## src/hdl/fsp_pkg.sv

```systemverilog
// Purpose: shared constants and types of the flash self-program sequencer
// Assumes: 100 MHz mclk, 8-bit control register on a plain register port
// Notes: command patterns cover the low five control bits
package fsp_pkg;
    // register map
    localparam logic [7:0] CTRL_OFFSET = 8'h00;
    localparam logic [7:0] CTRL_RESET = 8'h00;
    // command patterns, low five control bits
    localparam logic [4:0] CMD_MASK = 5'h1F;
    localparam logic [4:0] CMD_LOAD = 5'h01;
    localparam logic [4:0] CMD_ERASE = 5'h03;
    localparam logic [4:0] CMD_WRITE = 5'h05;
    localparam logic [4:0] CMD_LOCK = 5'h09;
    localparam logic [4:0] CMD_REENABLE = 5'h11;
    // arming windows in cycles after the control write
    localparam logic [2:0] STORE_WINDOW = 3'h4;
    localparam logic [2:0] LOAD_WINDOW = 3'h3;
    // pointer layout
    localparam int WORD_LSB = 1;
    localparam int WORD_BITS = 5;
    localparam int PAGE_LSB = 6;
    localparam int PAGE_BITS = 10;
    // fuse read pointer values
    localparam logic [15:0] Z_FUSE_LOW = 16'h0000;
    localparam logic [15:0] Z_LOCK = 16'h0001;
    localparam logic [15:0] Z_FUSE_EXT = 16'h0002;
    localparam logic [15:0] Z_FUSE_HIGH = 16'h0003;
    // values
    localparam logic [15:0] ERASED_WORD = 16'hFFFF;
    localparam logic [5:0] LOCK_CLEAR_MASK = 6'h00;
    localparam logic [1:0] LOCK_TOP_BITS = 2'h3;
    localparam logic [7:0] BLOCKED_BYTE = 8'hFF;
    // programming time
    localparam int CLK_PERIOD_NS = 10;
    localparam int PROG_MIN_NS = 3_200_000;
    localparam int PROG_MAX_NS = 3_400_000;
    localparam int PROG_CYCLES = (PROG_MIN_NS + CLK_PERIOD_NS - 1) / CLK_PERIOD_NS;

    typedef struct packed {
        logic intEnable;
        logic sectionBusy;
        logic reserved;
        logic sectionReenable;
        logic lockSet;
        logic pageWrite;
        logic pageErase;
        logic commandEnable;
    } fsp_ctrl_type;

    typedef struct packed {
        logic eraseStart;
        logic writeStart;
        logic [PAGE_BITS-1:0] page;
    } fsp_flash_op_type;

    typedef enum {SEQ_IDLE, SEQ_ARMED, SEQ_RUN} fsp_seq_type;
endpackage

```

## src/hdl/fsp_page_buffer.sv

```systemverilog
// Purpose: temporary page buffer filled word by word
// Assumes: clear and write never collide in a way that matters, clear wins
// Notes: erased words read as all ones
`timescale 1ns/1ps
`default_nettype none
module fsp_page_buffer #(
    parameter int WORDS = 32,
    parameter int WIDTH = 16
) (
    // clock and reset
    input wire logic mclk,
    input wire logic rst,
    // fill side
    input wire logic wrEn,
    input wire logic [$clog2(WORDS)-1:0] wrIndex,
    input wire logic [WIDTH-1:0] wrData,
    input wire logic clear,
    // drain side
    input wire logic [$clog2(WORDS)-1:0] rdIndex,
    output logic [WIDTH-1:0] rdData
);
    logic [WIDTH-1:0] mem [WORDS];

    always_ff @(posedge mclk or posedge rst) begin
        if (rst) begin
            for (int i = 0; i < WORDS; i++) begin
                mem[i] <= WIDTH'(fsp_pkg::ERASED_WORD);
            end
        end else if (clear) begin
            for (int i = 0; i < WORDS; i++) begin
                mem[i] <= WIDTH'(fsp_pkg::ERASED_WORD);
            end
        end else if (wrEn) begin
            mem[wrIndex] <= wrData;
        end
    end

    assign rdData = mem[rdIndex];
endmodule // fsp_page_buffer
`default_nettype wire

```

## src/hdl/fsp_prog_timer.sv

```systemverilog
// Purpose: programming-time counter for erase, write and lock operations
// Assumes: start is a one-cycle pulse, ignored while busy
// Notes: done pulses in the cycle the count expires
`timescale 1ns/1ps
`default_nettype none
module fsp_prog_timer #(
    parameter int CYCLES = fsp_pkg::PROG_CYCLES
) (
    // clock and reset
    input wire logic mclk,
    input wire logic rst,
    // control
    input wire logic start,
    output logic busy,
    output logic done
);
    localparam int CW = $clog2(CYCLES + 1);
    localparam logic [CW-1:0] LOAD = CW'(CYCLES - 1);
    logic [CW-1:0] count;

    always_ff @(posedge mclk or posedge rst) begin
        if (rst) begin
            count <= '0;
            busy <= 1'b0;
        end else if (start && !busy) begin
            count <= LOAD;
            busy <= 1'b1;
        end else if (busy) begin
            if (count == '0) begin
                busy <= 1'b0;
            end else begin
                count <= count - CW'(1);
            end
        end
    end

    assign done = busy && (count == '0);
endmodule // fsp_prog_timer
`default_nettype wire

```

## src/hdl/fsp_sequencer.sv

```systemverilog
// Purpose: flash self-program sequencer: arming, erase, load, write, locks, fuse reads
// Assumes: cpu strobes are one cycle and synchronous to mclk; flash read data follows flashRdAddr combinationally
// Notes: lock bits live here as a programmed mask over their strapped values
//
// The implementer's own choices: the placing of the registers and the address-and-strobe port.
`timescale 1ns/1ps
`default_nettype none
// Functional notes
// - erase: pattern then store within four cycles
// - erase ignores data and non-page pointer bits
// - erase to protected section halts cpu
// - load pattern stores word at Z5:Z1
// - buffer clears after write, re-enable, reset
// - eeprom write discards loaded buffer words
// - write pattern, page field selects page
// - write to protected section halts cpu
// - target page latched at operation start
// - load instruction selects byte by Z0
// - interrupt held while enabled and idle
// - busy section blocked, busy flag set
// - busy flag cleared only by re-enable
// - lock programming: zero data bits program locks
// - lock programming keeps whole flash readable
// - eeprom write blocks commands and fuse reads
// - lock byte read within three cycles
// - lock-set and enable auto-clear after window
// - fuse low, high, extended by pointer
// - programmed bits read zero, unprogrammed one
// - operations last 3.2 to 3.4 ms
module fsp_sequencer #(
    parameter int PROG_CYCLES = fsp_pkg::PROG_CYCLES,
    parameter logic [fsp_pkg::PAGE_BITS-1:0] HALT_FIRST_PAGE = 10'h3C0
) (
    // clock and reset
    input wire logic mclk,
    input wire logic rst,
    // register port
    input wire logic [7:0] regAddr,
    input wire logic [7:0] regWdata,
    input wire logic regWrite,
    input wire logic regRead,
    output logic [7:0] regRdata,
    // cpu instruction side
    input wire logic spmStrobe,
    input wire logic lpmStrobe,
    input wire logic [15:0] zPointer,
    input wire logic [15:0] dataWordPair,
    output logic [7:0] lpmData,
    output logic lpmValid,
    output logic cpuHalt,
    output logic spmIrq,
    // flash array side
    output logic [14:0] flashRdAddr,
    input wire logic [15:0] flashRdData,
    output fsp_pkg::fsp_flash_op_type flashOp,
    input wire logic [fsp_pkg::WORD_BITS-1:0] bufRdIndex,
    output logic [15:0] bufRdData,
    output logic appReadBlock,
    // eeprom, fuses and lock straps
    input wire logic eepromWriteActive,
    input wire logic [7:0] fuseLowByte,
    input wire logic [7:0] fuseHighByte,
    input wire logic [7:0] fuseExtendedByte,
    input wire logic [5:0] lockStrap
);
    localparam int WB = fsp_pkg::WORD_BITS;
    localparam int PB = fsp_pkg::PAGE_BITS;

    fsp_pkg::fsp_ctrl_type ctrl;
    fsp_pkg::fsp_seq_type seqState;
    logic [2:0] armAge;
    logic [PB-1:0] opPage;
    logic opErase;
    logic opWrite;
    logic opLock;
    logic [5:0] opLockData;
    logic [5:0] lockProgrammed;
    logic eepromSeen;
    logic bufferDirty;
    logic timerBusy;
    logic timerDone;

    // decoded strobes
    logic ctrlWrite;
    logic [4:0] armCmd;
    logic armAccept;
    logic storeInWindow;
    logic loadInWindow;
    logic storeHit;
    logic fuseReadHit;
    logic windowExpired;
    logic startErase;
    logic startWrite;
    logic startLock;
    logic doLoad;
    logic doReenable;
    logic bufClear;
    logic eepromRise;
    logic [PB-1:0] zPage;
    logic [7:0] lockByte;
    logic [7:0] fuseByte;
    logic [7:0] flashByte;
    logic lpmToApp;

    assign ctrlWrite = regWrite && (regAddr == fsp_pkg::CTRL_OFFSET);
    assign armCmd = regWdata[4:0] & fsp_pkg::CMD_MASK;
    // commands are refused while an eeprom write runs
    assign armAccept = ctrlWrite && (seqState == fsp_pkg::SEQ_IDLE) && !eepromWriteActive
        && armCmd[0];
    assign storeInWindow = (seqState == fsp_pkg::SEQ_ARMED)
        && (armAge <= fsp_pkg::STORE_WINDOW);
    assign loadInWindow = (seqState == fsp_pkg::SEQ_ARMED)
        && (armAge <= fsp_pkg::LOAD_WINDOW);
    assign storeHit = spmStrobe && storeInWindow && !eepromWriteActive;
    assign fuseReadHit = lpmStrobe && loadInWindow && ctrl.lockSet
        && !eepromWriteActive;
    assign windowExpired = (seqState == fsp_pkg::SEQ_ARMED) && (armAge == fsp_pkg::STORE_WINDOW)
        && !storeHit && !fuseReadHit;
    assign zPage = zPointer[fsp_pkg::PAGE_LSB +: PB];

    always_comb begin
        startErase = 1'b0;
        startWrite = 1'b0;
        startLock = 1'b0;
        doLoad = 1'b0;
        doReenable = 1'b0;
        if (storeHit) begin
            case ({ctrl.sectionReenable, ctrl.lockSet, ctrl.pageWrite, ctrl.pageErase, ctrl.commandEnable})
                fsp_pkg::CMD_ERASE: startErase = 1'b1;
                fsp_pkg::CMD_WRITE: startWrite = 1'b1;
                fsp_pkg::CMD_LOCK: startLock = 1'b1;
                fsp_pkg::CMD_LOAD: doLoad = 1'b1;
                fsp_pkg::CMD_REENABLE: doReenable = 1'b1;
                default: doLoad = 1'b0;
            endcase
        end
    end

    // sequencer state and arming age
    always_ff @(posedge mclk or posedge rst) begin
        if (rst) begin
            seqState <= fsp_pkg::SEQ_IDLE;
            armAge <= '0;
        end else begin
            case (seqState)
                fsp_pkg::SEQ_IDLE: begin
                    armAge <= 3'h1;
                    if (armAccept) begin
                        seqState <= fsp_pkg::SEQ_ARMED;
                    end
                end
                fsp_pkg::SEQ_ARMED: begin
                    armAge <= armAge + 3'h1;
                    if (startErase || startWrite || startLock) begin
                        seqState <= fsp_pkg::SEQ_RUN;
                    end else if (storeHit || fuseReadHit || windowExpired) begin
                        seqState <= fsp_pkg::SEQ_IDLE;
                    end
                end
                fsp_pkg::SEQ_RUN: begin
                    if (timerDone) begin
                        seqState <= fsp_pkg::SEQ_IDLE;
                    end
                end
                default: seqState <= fsp_pkg::SEQ_IDLE;
            endcase
        end
    end

    // control register
    always_ff @(posedge mclk or posedge rst) begin
        if (rst) begin
            ctrl <= fsp_pkg::fsp_ctrl_type'(fsp_pkg::CTRL_RESET);
        end else begin
            if (ctrlWrite) begin
                ctrl.intEnable <= regWdata[7];
            end
            if (armAccept) begin
                ctrl.commandEnable <= 1'b1;
                ctrl.pageErase <= armCmd[1];
                ctrl.pageWrite <= armCmd[2];
                ctrl.lockSet <= armCmd[3];
                ctrl.sectionReenable <= armCmd[4];
            end else if ((seqState == fsp_pkg::SEQ_ARMED && !startErase && !startWrite && !startLock
                && (storeHit || fuseReadHit || windowExpired)) || timerDone) begin
                ctrl.commandEnable <= 1'b0;
                ctrl.pageErase <= 1'b0;
                ctrl.pageWrite <= 1'b0;
                ctrl.lockSet <= 1'b0;
                ctrl.sectionReenable <= 1'b0;
            end
            // a fresh erase or write outranks a re-enable in the same cycle
            if (startErase || startWrite) begin
                ctrl.sectionBusy <= 1'b1;
            end else if (doReenable && !timerBusy) begin
                ctrl.sectionBusy <= 1'b0;
            end
            ctrl.reserved <= 1'b0;
        end
    end

    // operation latch, immune to later pointer changes
    always_ff @(posedge mclk or posedge rst) begin
        if (rst) begin
            opPage <= '0;
            opErase <= 1'b0;
            opWrite <= 1'b0;
            opLock <= 1'b0;
            opLockData <= '0;
        end else if (startErase || startWrite || startLock) begin
            opPage <= zPage;
            opErase <= startErase;
            opWrite <= startWrite;
            opLock <= startLock;
            opLockData <= dataWordPair[5:0];
        end else if (timerDone) begin
            opErase <= 1'b0;
            opWrite <= 1'b0;
            opLock <= 1'b0;
        end
    end

    fsp_prog_timer #(
        .CYCLES(PROG_CYCLES)
    ) u_fsp_prog_timer (
        .mclk(mclk),
        .rst(rst),
        .start(startErase || startWrite || startLock),
        .busy(timerBusy),
        .done(timerDone)
    );

    // lock programming takes effect when its time has run out
    always_ff @(posedge mclk or posedge rst) begin
        if (rst) begin
            lockProgrammed <= fsp_pkg::LOCK_CLEAR_MASK;
        end else if (timerDone && opLock) begin
            lockProgrammed <= lockProgrammed | ~opLockData;
        end
    end

    // flash array commands, one-cycle start pulses
    always_ff @(posedge mclk or posedge rst) begin
        if (rst) begin
            flashOp <= '0;
        end else begin
            flashOp.eraseStart <= startErase;
            flashOp.writeStart <= startWrite;
            if (startErase || startWrite) begin
                flashOp.page <= zPage;
            end
        end
    end

    // eeprom write onset discards a partly loaded page
    always_ff @(posedge mclk or posedge rst) begin
        if (rst) begin
            eepromSeen <= 1'b0;
            bufferDirty <= 1'b0;
        end else begin
            eepromSeen <= eepromWriteActive;
            if (doLoad) begin
                bufferDirty <= 1'b1;
            end else if (bufClear) begin
                bufferDirty <= 1'b0;
            end
        end
    end

    assign eepromRise = eepromWriteActive && !eepromSeen;
    assign bufClear = (timerDone && opWrite) || doReenable
        || (eepromRise && bufferDirty);

    fsp_page_buffer #(
        .WORDS(1 << WB),
        .WIDTH(16)
    ) u_fsp_page_buffer (
        .mclk(mclk),
        .rst(rst),
        .wrEn(doLoad),
        .wrIndex(zPointer[fsp_pkg::WORD_LSB +: WB]),
        .wrData(dataWordPair),
        .clear(bufClear),
        .rdIndex(bufRdIndex),
        .rdData(bufRdData)
    );

    // read path: fuse and lock bytes, else flash bytes
    assign lockByte = {fsp_pkg::LOCK_TOP_BITS, lockStrap & ~lockProgrammed};
    assign flashRdAddr = zPointer[15:1];
    assign flashByte = zPointer[0] ? flashRdData[15:8] : flashRdData[7:0];
    assign lpmToApp = (zPage < HALT_FIRST_PAGE) && appReadBlock;

    always_comb begin
        case (zPointer)
            fsp_pkg::Z_FUSE_LOW: fuseByte = fuseLowByte;
            fsp_pkg::Z_LOCK: fuseByte = lockByte;
            fsp_pkg::Z_FUSE_EXT: fuseByte = fuseExtendedByte;
            fsp_pkg::Z_FUSE_HIGH: fuseByte = fuseHighByte;
            default: fuseByte = fsp_pkg::BLOCKED_BYTE;
        endcase
    end

    always_ff @(posedge mclk or posedge rst) begin
        if (rst) begin
            lpmData <= '0;
            lpmValid <= 1'b0;
        end else begin
            lpmValid <= lpmStrobe;
            if (lpmStrobe) begin
                if (fuseReadHit) begin
                    lpmData <= fuseByte;
                end else if (lpmToApp) begin
                    lpmData <= fsp_pkg::BLOCKED_BYTE;
                end else begin
                    lpmData <= flashByte;
                end
            end
        end
    end

    // register read, one cycle later
    always_ff @(posedge mclk or posedge rst) begin
        if (rst) begin
            regRdata <= '0;
        end else if (regRead) begin
            regRdata <= (regAddr == fsp_pkg::CTRL_OFFSET) ? ctrl : 8'h00;
        end else begin
            regRdata <= '0;
        end
    end

    // halts and blocks; lock programming neither halts nor blocks
    assign cpuHalt = timerBusy && (opErase || opWrite) && (opPage >= HALT_FIRST_PAGE);
    assign appReadBlock = ctrl.sectionBusy;
    assign spmIrq = ctrl.intEnable && !ctrl.commandEnable;
endmodule // fsp_sequencer
`default_nettype wire

```

## config.mk

```make
export PLATFORM = sky130hd
export DESIGN_NAME = fsp_sequencer
export DESIGN_NICKNAME = d
export VERILOG_FILES = /design/src/hdl/fsp_pkg.sv /design/src/hdl/fsp_page_buffer.sv /design/src/hdl/fsp_prog_timer.sv /design/src/hdl/fsp_sequencer.sv
export SDC_FILE = /design/constraint.sdc
export NUM_CORES = 2
export LEC_CHECK = 0
export BUFFER_PORTS_ARGS = -buffer_cell sky130_fd_sc_hd__buf_2
export CAP_MARGIN = 20
export CORE_ASPECT_RATIO = 1.4
export CORE_UTILIZATION = 56
export DETAILED_ROUTE_END_ITERATION = 7
export PLACE_DENSITY = 0.78
export SLEW_MARGIN = 0
export SYNTH_ARGS = -nofsm -noshare
export SYNTH_HDL_FRONTEND = slang
export SYNTH_SLANG_ARGS = --single-unit
```

## constraint.sdc

```tcl
create_clock -name mclk -period 45.9 [get_ports mclk]
set_clock_uncertainty 0.2 [all_clocks]
set_input_delay 4.59 -clock mclk [delete_from_list [all_inputs] [get_ports mclk]]
set_output_delay 4.59 -clock mclk [all_outputs]
set_load 0.005 [all_outputs]
```

==> flow_summary.json <==
{
  "clockBufferDepth": 3,
  "gr-total-overflow": 0,
  "drt_iter0_drc": 2578,
  "post-route-period-util": 0.294,
  "cts_resized": 0,
  "synth_nets": 3275,
  "ys_warn_count": 0,
  "start_util": 0.568,
  "h-tree-depth": 2,
  "setup_viol": 0,
  "grt_pass1_vias": 24600,
  "synth.avg_cell_area_um2": 9.37,
  "die_w_um": 196,
  "synth_area_leaders": "dfstp_2 45%, nand2_1 13%, nand3_1 9.3%",
  "grt_pass1_wl_um": 135000,
  "route.detailed.drc": 0,
  "n_antenna_cell": 0,
  "cp.required_ns": 41.11,
  "ys_seq_area_frac": 0.522,
  "peakVddDrop_uv": 30.8,
  "clock_latency_ns": 0.62,
  "dieHeight_um": 274,
  "num_rows": 99,
  "hold_class": "flip-flop to flip-flop",
  "antenna_found_initial": 0,
  "yosysTopAreaCell": "dfstp_2",
  "path_max_fanout": 65,
  "synth_commonest_cells": "1059 x nand2_1, 551 x nand3_1, 512 x dfstp_2",
  "max_stage_delay_ns": 0.97,
  "max_freq_mhz": 74.1,
  "die-area_mm2": 0.0539,
  "total_leakage_power_nw": 14.4,
  "outcome": "finished, final reports clean",
  "cpMostUsedCell": "buf_4",
  "drv_slew": 0,
  "cts_sinks": 593,
  "final_area_mm2": 0.0325,
  "cp_top_family": "buffers and inverters",
  "cap_violations": 0,
  "netlist_instances": 3164,
  "wl_per_cell_um": 22.0,
  "ios": 169,
  "crit_path_end_kind": "output port",
  "place_area_mm2": 0.0306,
  "clk_pin_slew_ns": 0.07,
  "nNetsFinal": 3264,
  "drive_gt1_frac": 0.304,
  "ys_ff_latch": 593,
  "critical_path_arrival_ns": 8.71,
  "port-buffer-count": 165,
  "drt_wl_total_um": 85900,
  "crit_type": "primary input to output port",
  "rsz0062_at_grt": "no",
  "synth_top_area_frac": 0.454,
  "setup_tns_ns": 0,
  "ant_nets": 0,
  "vias": 24600,
  "cts_tree": "built",
  "n_fill_cell": 4116,
  "grt_max_degree": 269,
  "yosysUniqueCellTypes": 67,
  "syn2layout_area_growth_pct": 9.81,
  "yosys_most_used_dff": "dfstp_2",
  "post-synth-top-count-cell": "nand2_1",
  "path_cells": "buf_8 > buf_4 > buf_4 > mux4_2 > mux2i_1 > nor2_1 > a21oi_1 > a22oi_1 > buf_2",
  "multi_input_area_mm2": 0.0129,
  "hold_ws_ns": 0.246,
  "syn_area_mm2": 0.0296,
  "design.core.area_mm2": 0.0521,
  "first_pass_iters": 6,
  "root_buffer": "clkbuf_16",
  "relSlewSlack": 0.193,
  "async_reset_ff_frac": 1.00,
  "period_needed_ns": 13.50,
  "cp_num_buf_inv": 4,
  "cp_slowest_cell": "buf_4",
  "cts_hold_buf": 0,
  "synth_edf_count": 0,
  "cts_buffers": 57,
  "vias_per_cell": 6.29,
  "place_congestion": 0.910,
  "grtUsageTotal": 0.321,
  "crit_path_start_kind": "primary input",
  "post_cts_buffers": 0,
  "post-dp-hpwl_um": 52800,
  "seqCellArea_mm2": 0.0155,
  "hold_viol_final": 0,
  "final_core_util": 0.624,
  "p_per_area_mw_per_mm2": 33.5,
  "worst_pin_slew_ns": 1.21
}
## path summary, 6_finish.rpt
| path | start | endpoint | slack, ns | cells after the start |
|---|---|---|---|---|
| setup / recovery | bufRdIndex[1] | bufRdData[6] | 32.40 | 9 |
| hold / removal | opLockData[2]$_DFFE_PP0N_ | lockProgrammed[2]$_DFFE_PP0P_ | 0.25 | 1 |
| setup reg to reg | armAge[0]$_DFFE_PP0P_ | u_fsp_page_buffer.mem[2]$_DFFE_PP1P_ | 42.22 | 9 |
| hold reg to reg | opLockData[2]$_DFFE_PP0N_ | lockProgrammed[2]$_DFFE_PP0P_ | 0.25 | 1 |
| max in group asynchronous | rst | u_fsp_page_buffer.mem[340]$_DFFE_PP1P_ | 39.36 | 5 |
| min in group asynchronous | rst | u_fsp_page_buffer.mem[117]$_DFFE_PP1P_ | 4.38 | 2 |
## cell usage in the layout (no fill, tap or decap), types with 18 or more instances in the layout
cell,netlist,routed
buf_4,16,26
o21ai_0,27,27
buf_6,1,18
a22oi_1,34,34
buf_2,73,163
nand3_1,551,551
a21oi_1,72,72
dfstp_2,512,512
mux2i_1,121,121
nor3_2,30,31
dfrtp_1,81,81
a221oi_1,28,28
nand2_1,1059,1059
mux2_2,22,22
nor2_1,75,75
mux4_2,80,80
clkbuf_16,0,59
## report_power, final
group / switching (mW) / total (mW) / leakage, nW / internal (mW)
registers: 0.00497 / 0.544 / 6.32 / 0.539
logic: 0.0519 / 0.0750 / 7.11 / 0.0231
clock network: 0.207 / 0.471 / 0.925 / 0.264
## sequential cells by signal (all words and copies together), names as in the netlist, 6 cells and up
register / cells
flashOp: 12
ctrl: 6
u_fsp_page_buffer.mem: 512
lockProgrammed: 6
opLockData: 6
lpmData: 8
regRdata: 7
u_fsp_prog_timer.count: 19
## kinds of logic after synthesis
| kind of cell | synth area share |
|---|---|
| simple gates | 0.270 |
| flops | 0.522 |
| buf+inv | 0.0437 |
| compound gates | 0.0510 |
| mux | 0.110 |
| fa+ha+maj | 0.00211 |
| xor+xnor | 0.00118 |
| other cells | 0.000127 |
## layout make-up
| cell class | count | share of cell area |
|---|---|---|
| Timing Repair Buffer | 214 | 0.0419 |
| Inverter | 19 | 0.00242 |
| Multi-Input combinational cell | 2268 | 0.396 |
| Tap cell | 707 | 0.0272 |
| Clock buffer | 80 | 0.0512 |
| Sequential cell | 593 | 0.476 |
| Clock inverter | 23 | 0.00584 |
## metrics by stage
| stage | setup slack, ns | instances | power, mW |
|---|---|---|---|
| 2_1_floorplan | 25.36 | 3164 | 0.597 |
| 3_3_place_gp | 32.47 | 3780 | 0.622 |
| 3_5_place_dp | 32.46 | 3797 | 0.625 |
| 4_1_cts | 32.45 | 3900 | 1.09 |
| 5_1_grt | 32.20 | 3904 | 1.12 |
| 6_report | 32.40 | 3904 | 1.09 |
## routing by layer
metal  GRT usage  part of all wire  vias to the layer above
li1            -                 -                    10700
met1       0.383              0.35                    12200
met4       0.192             0.058                        0
met3      0.0535             0.087                      264
met2       0.546              0.50                     1422
met5           0                 0                        -
Note: power is estimated with default switching activity, not from simulation.
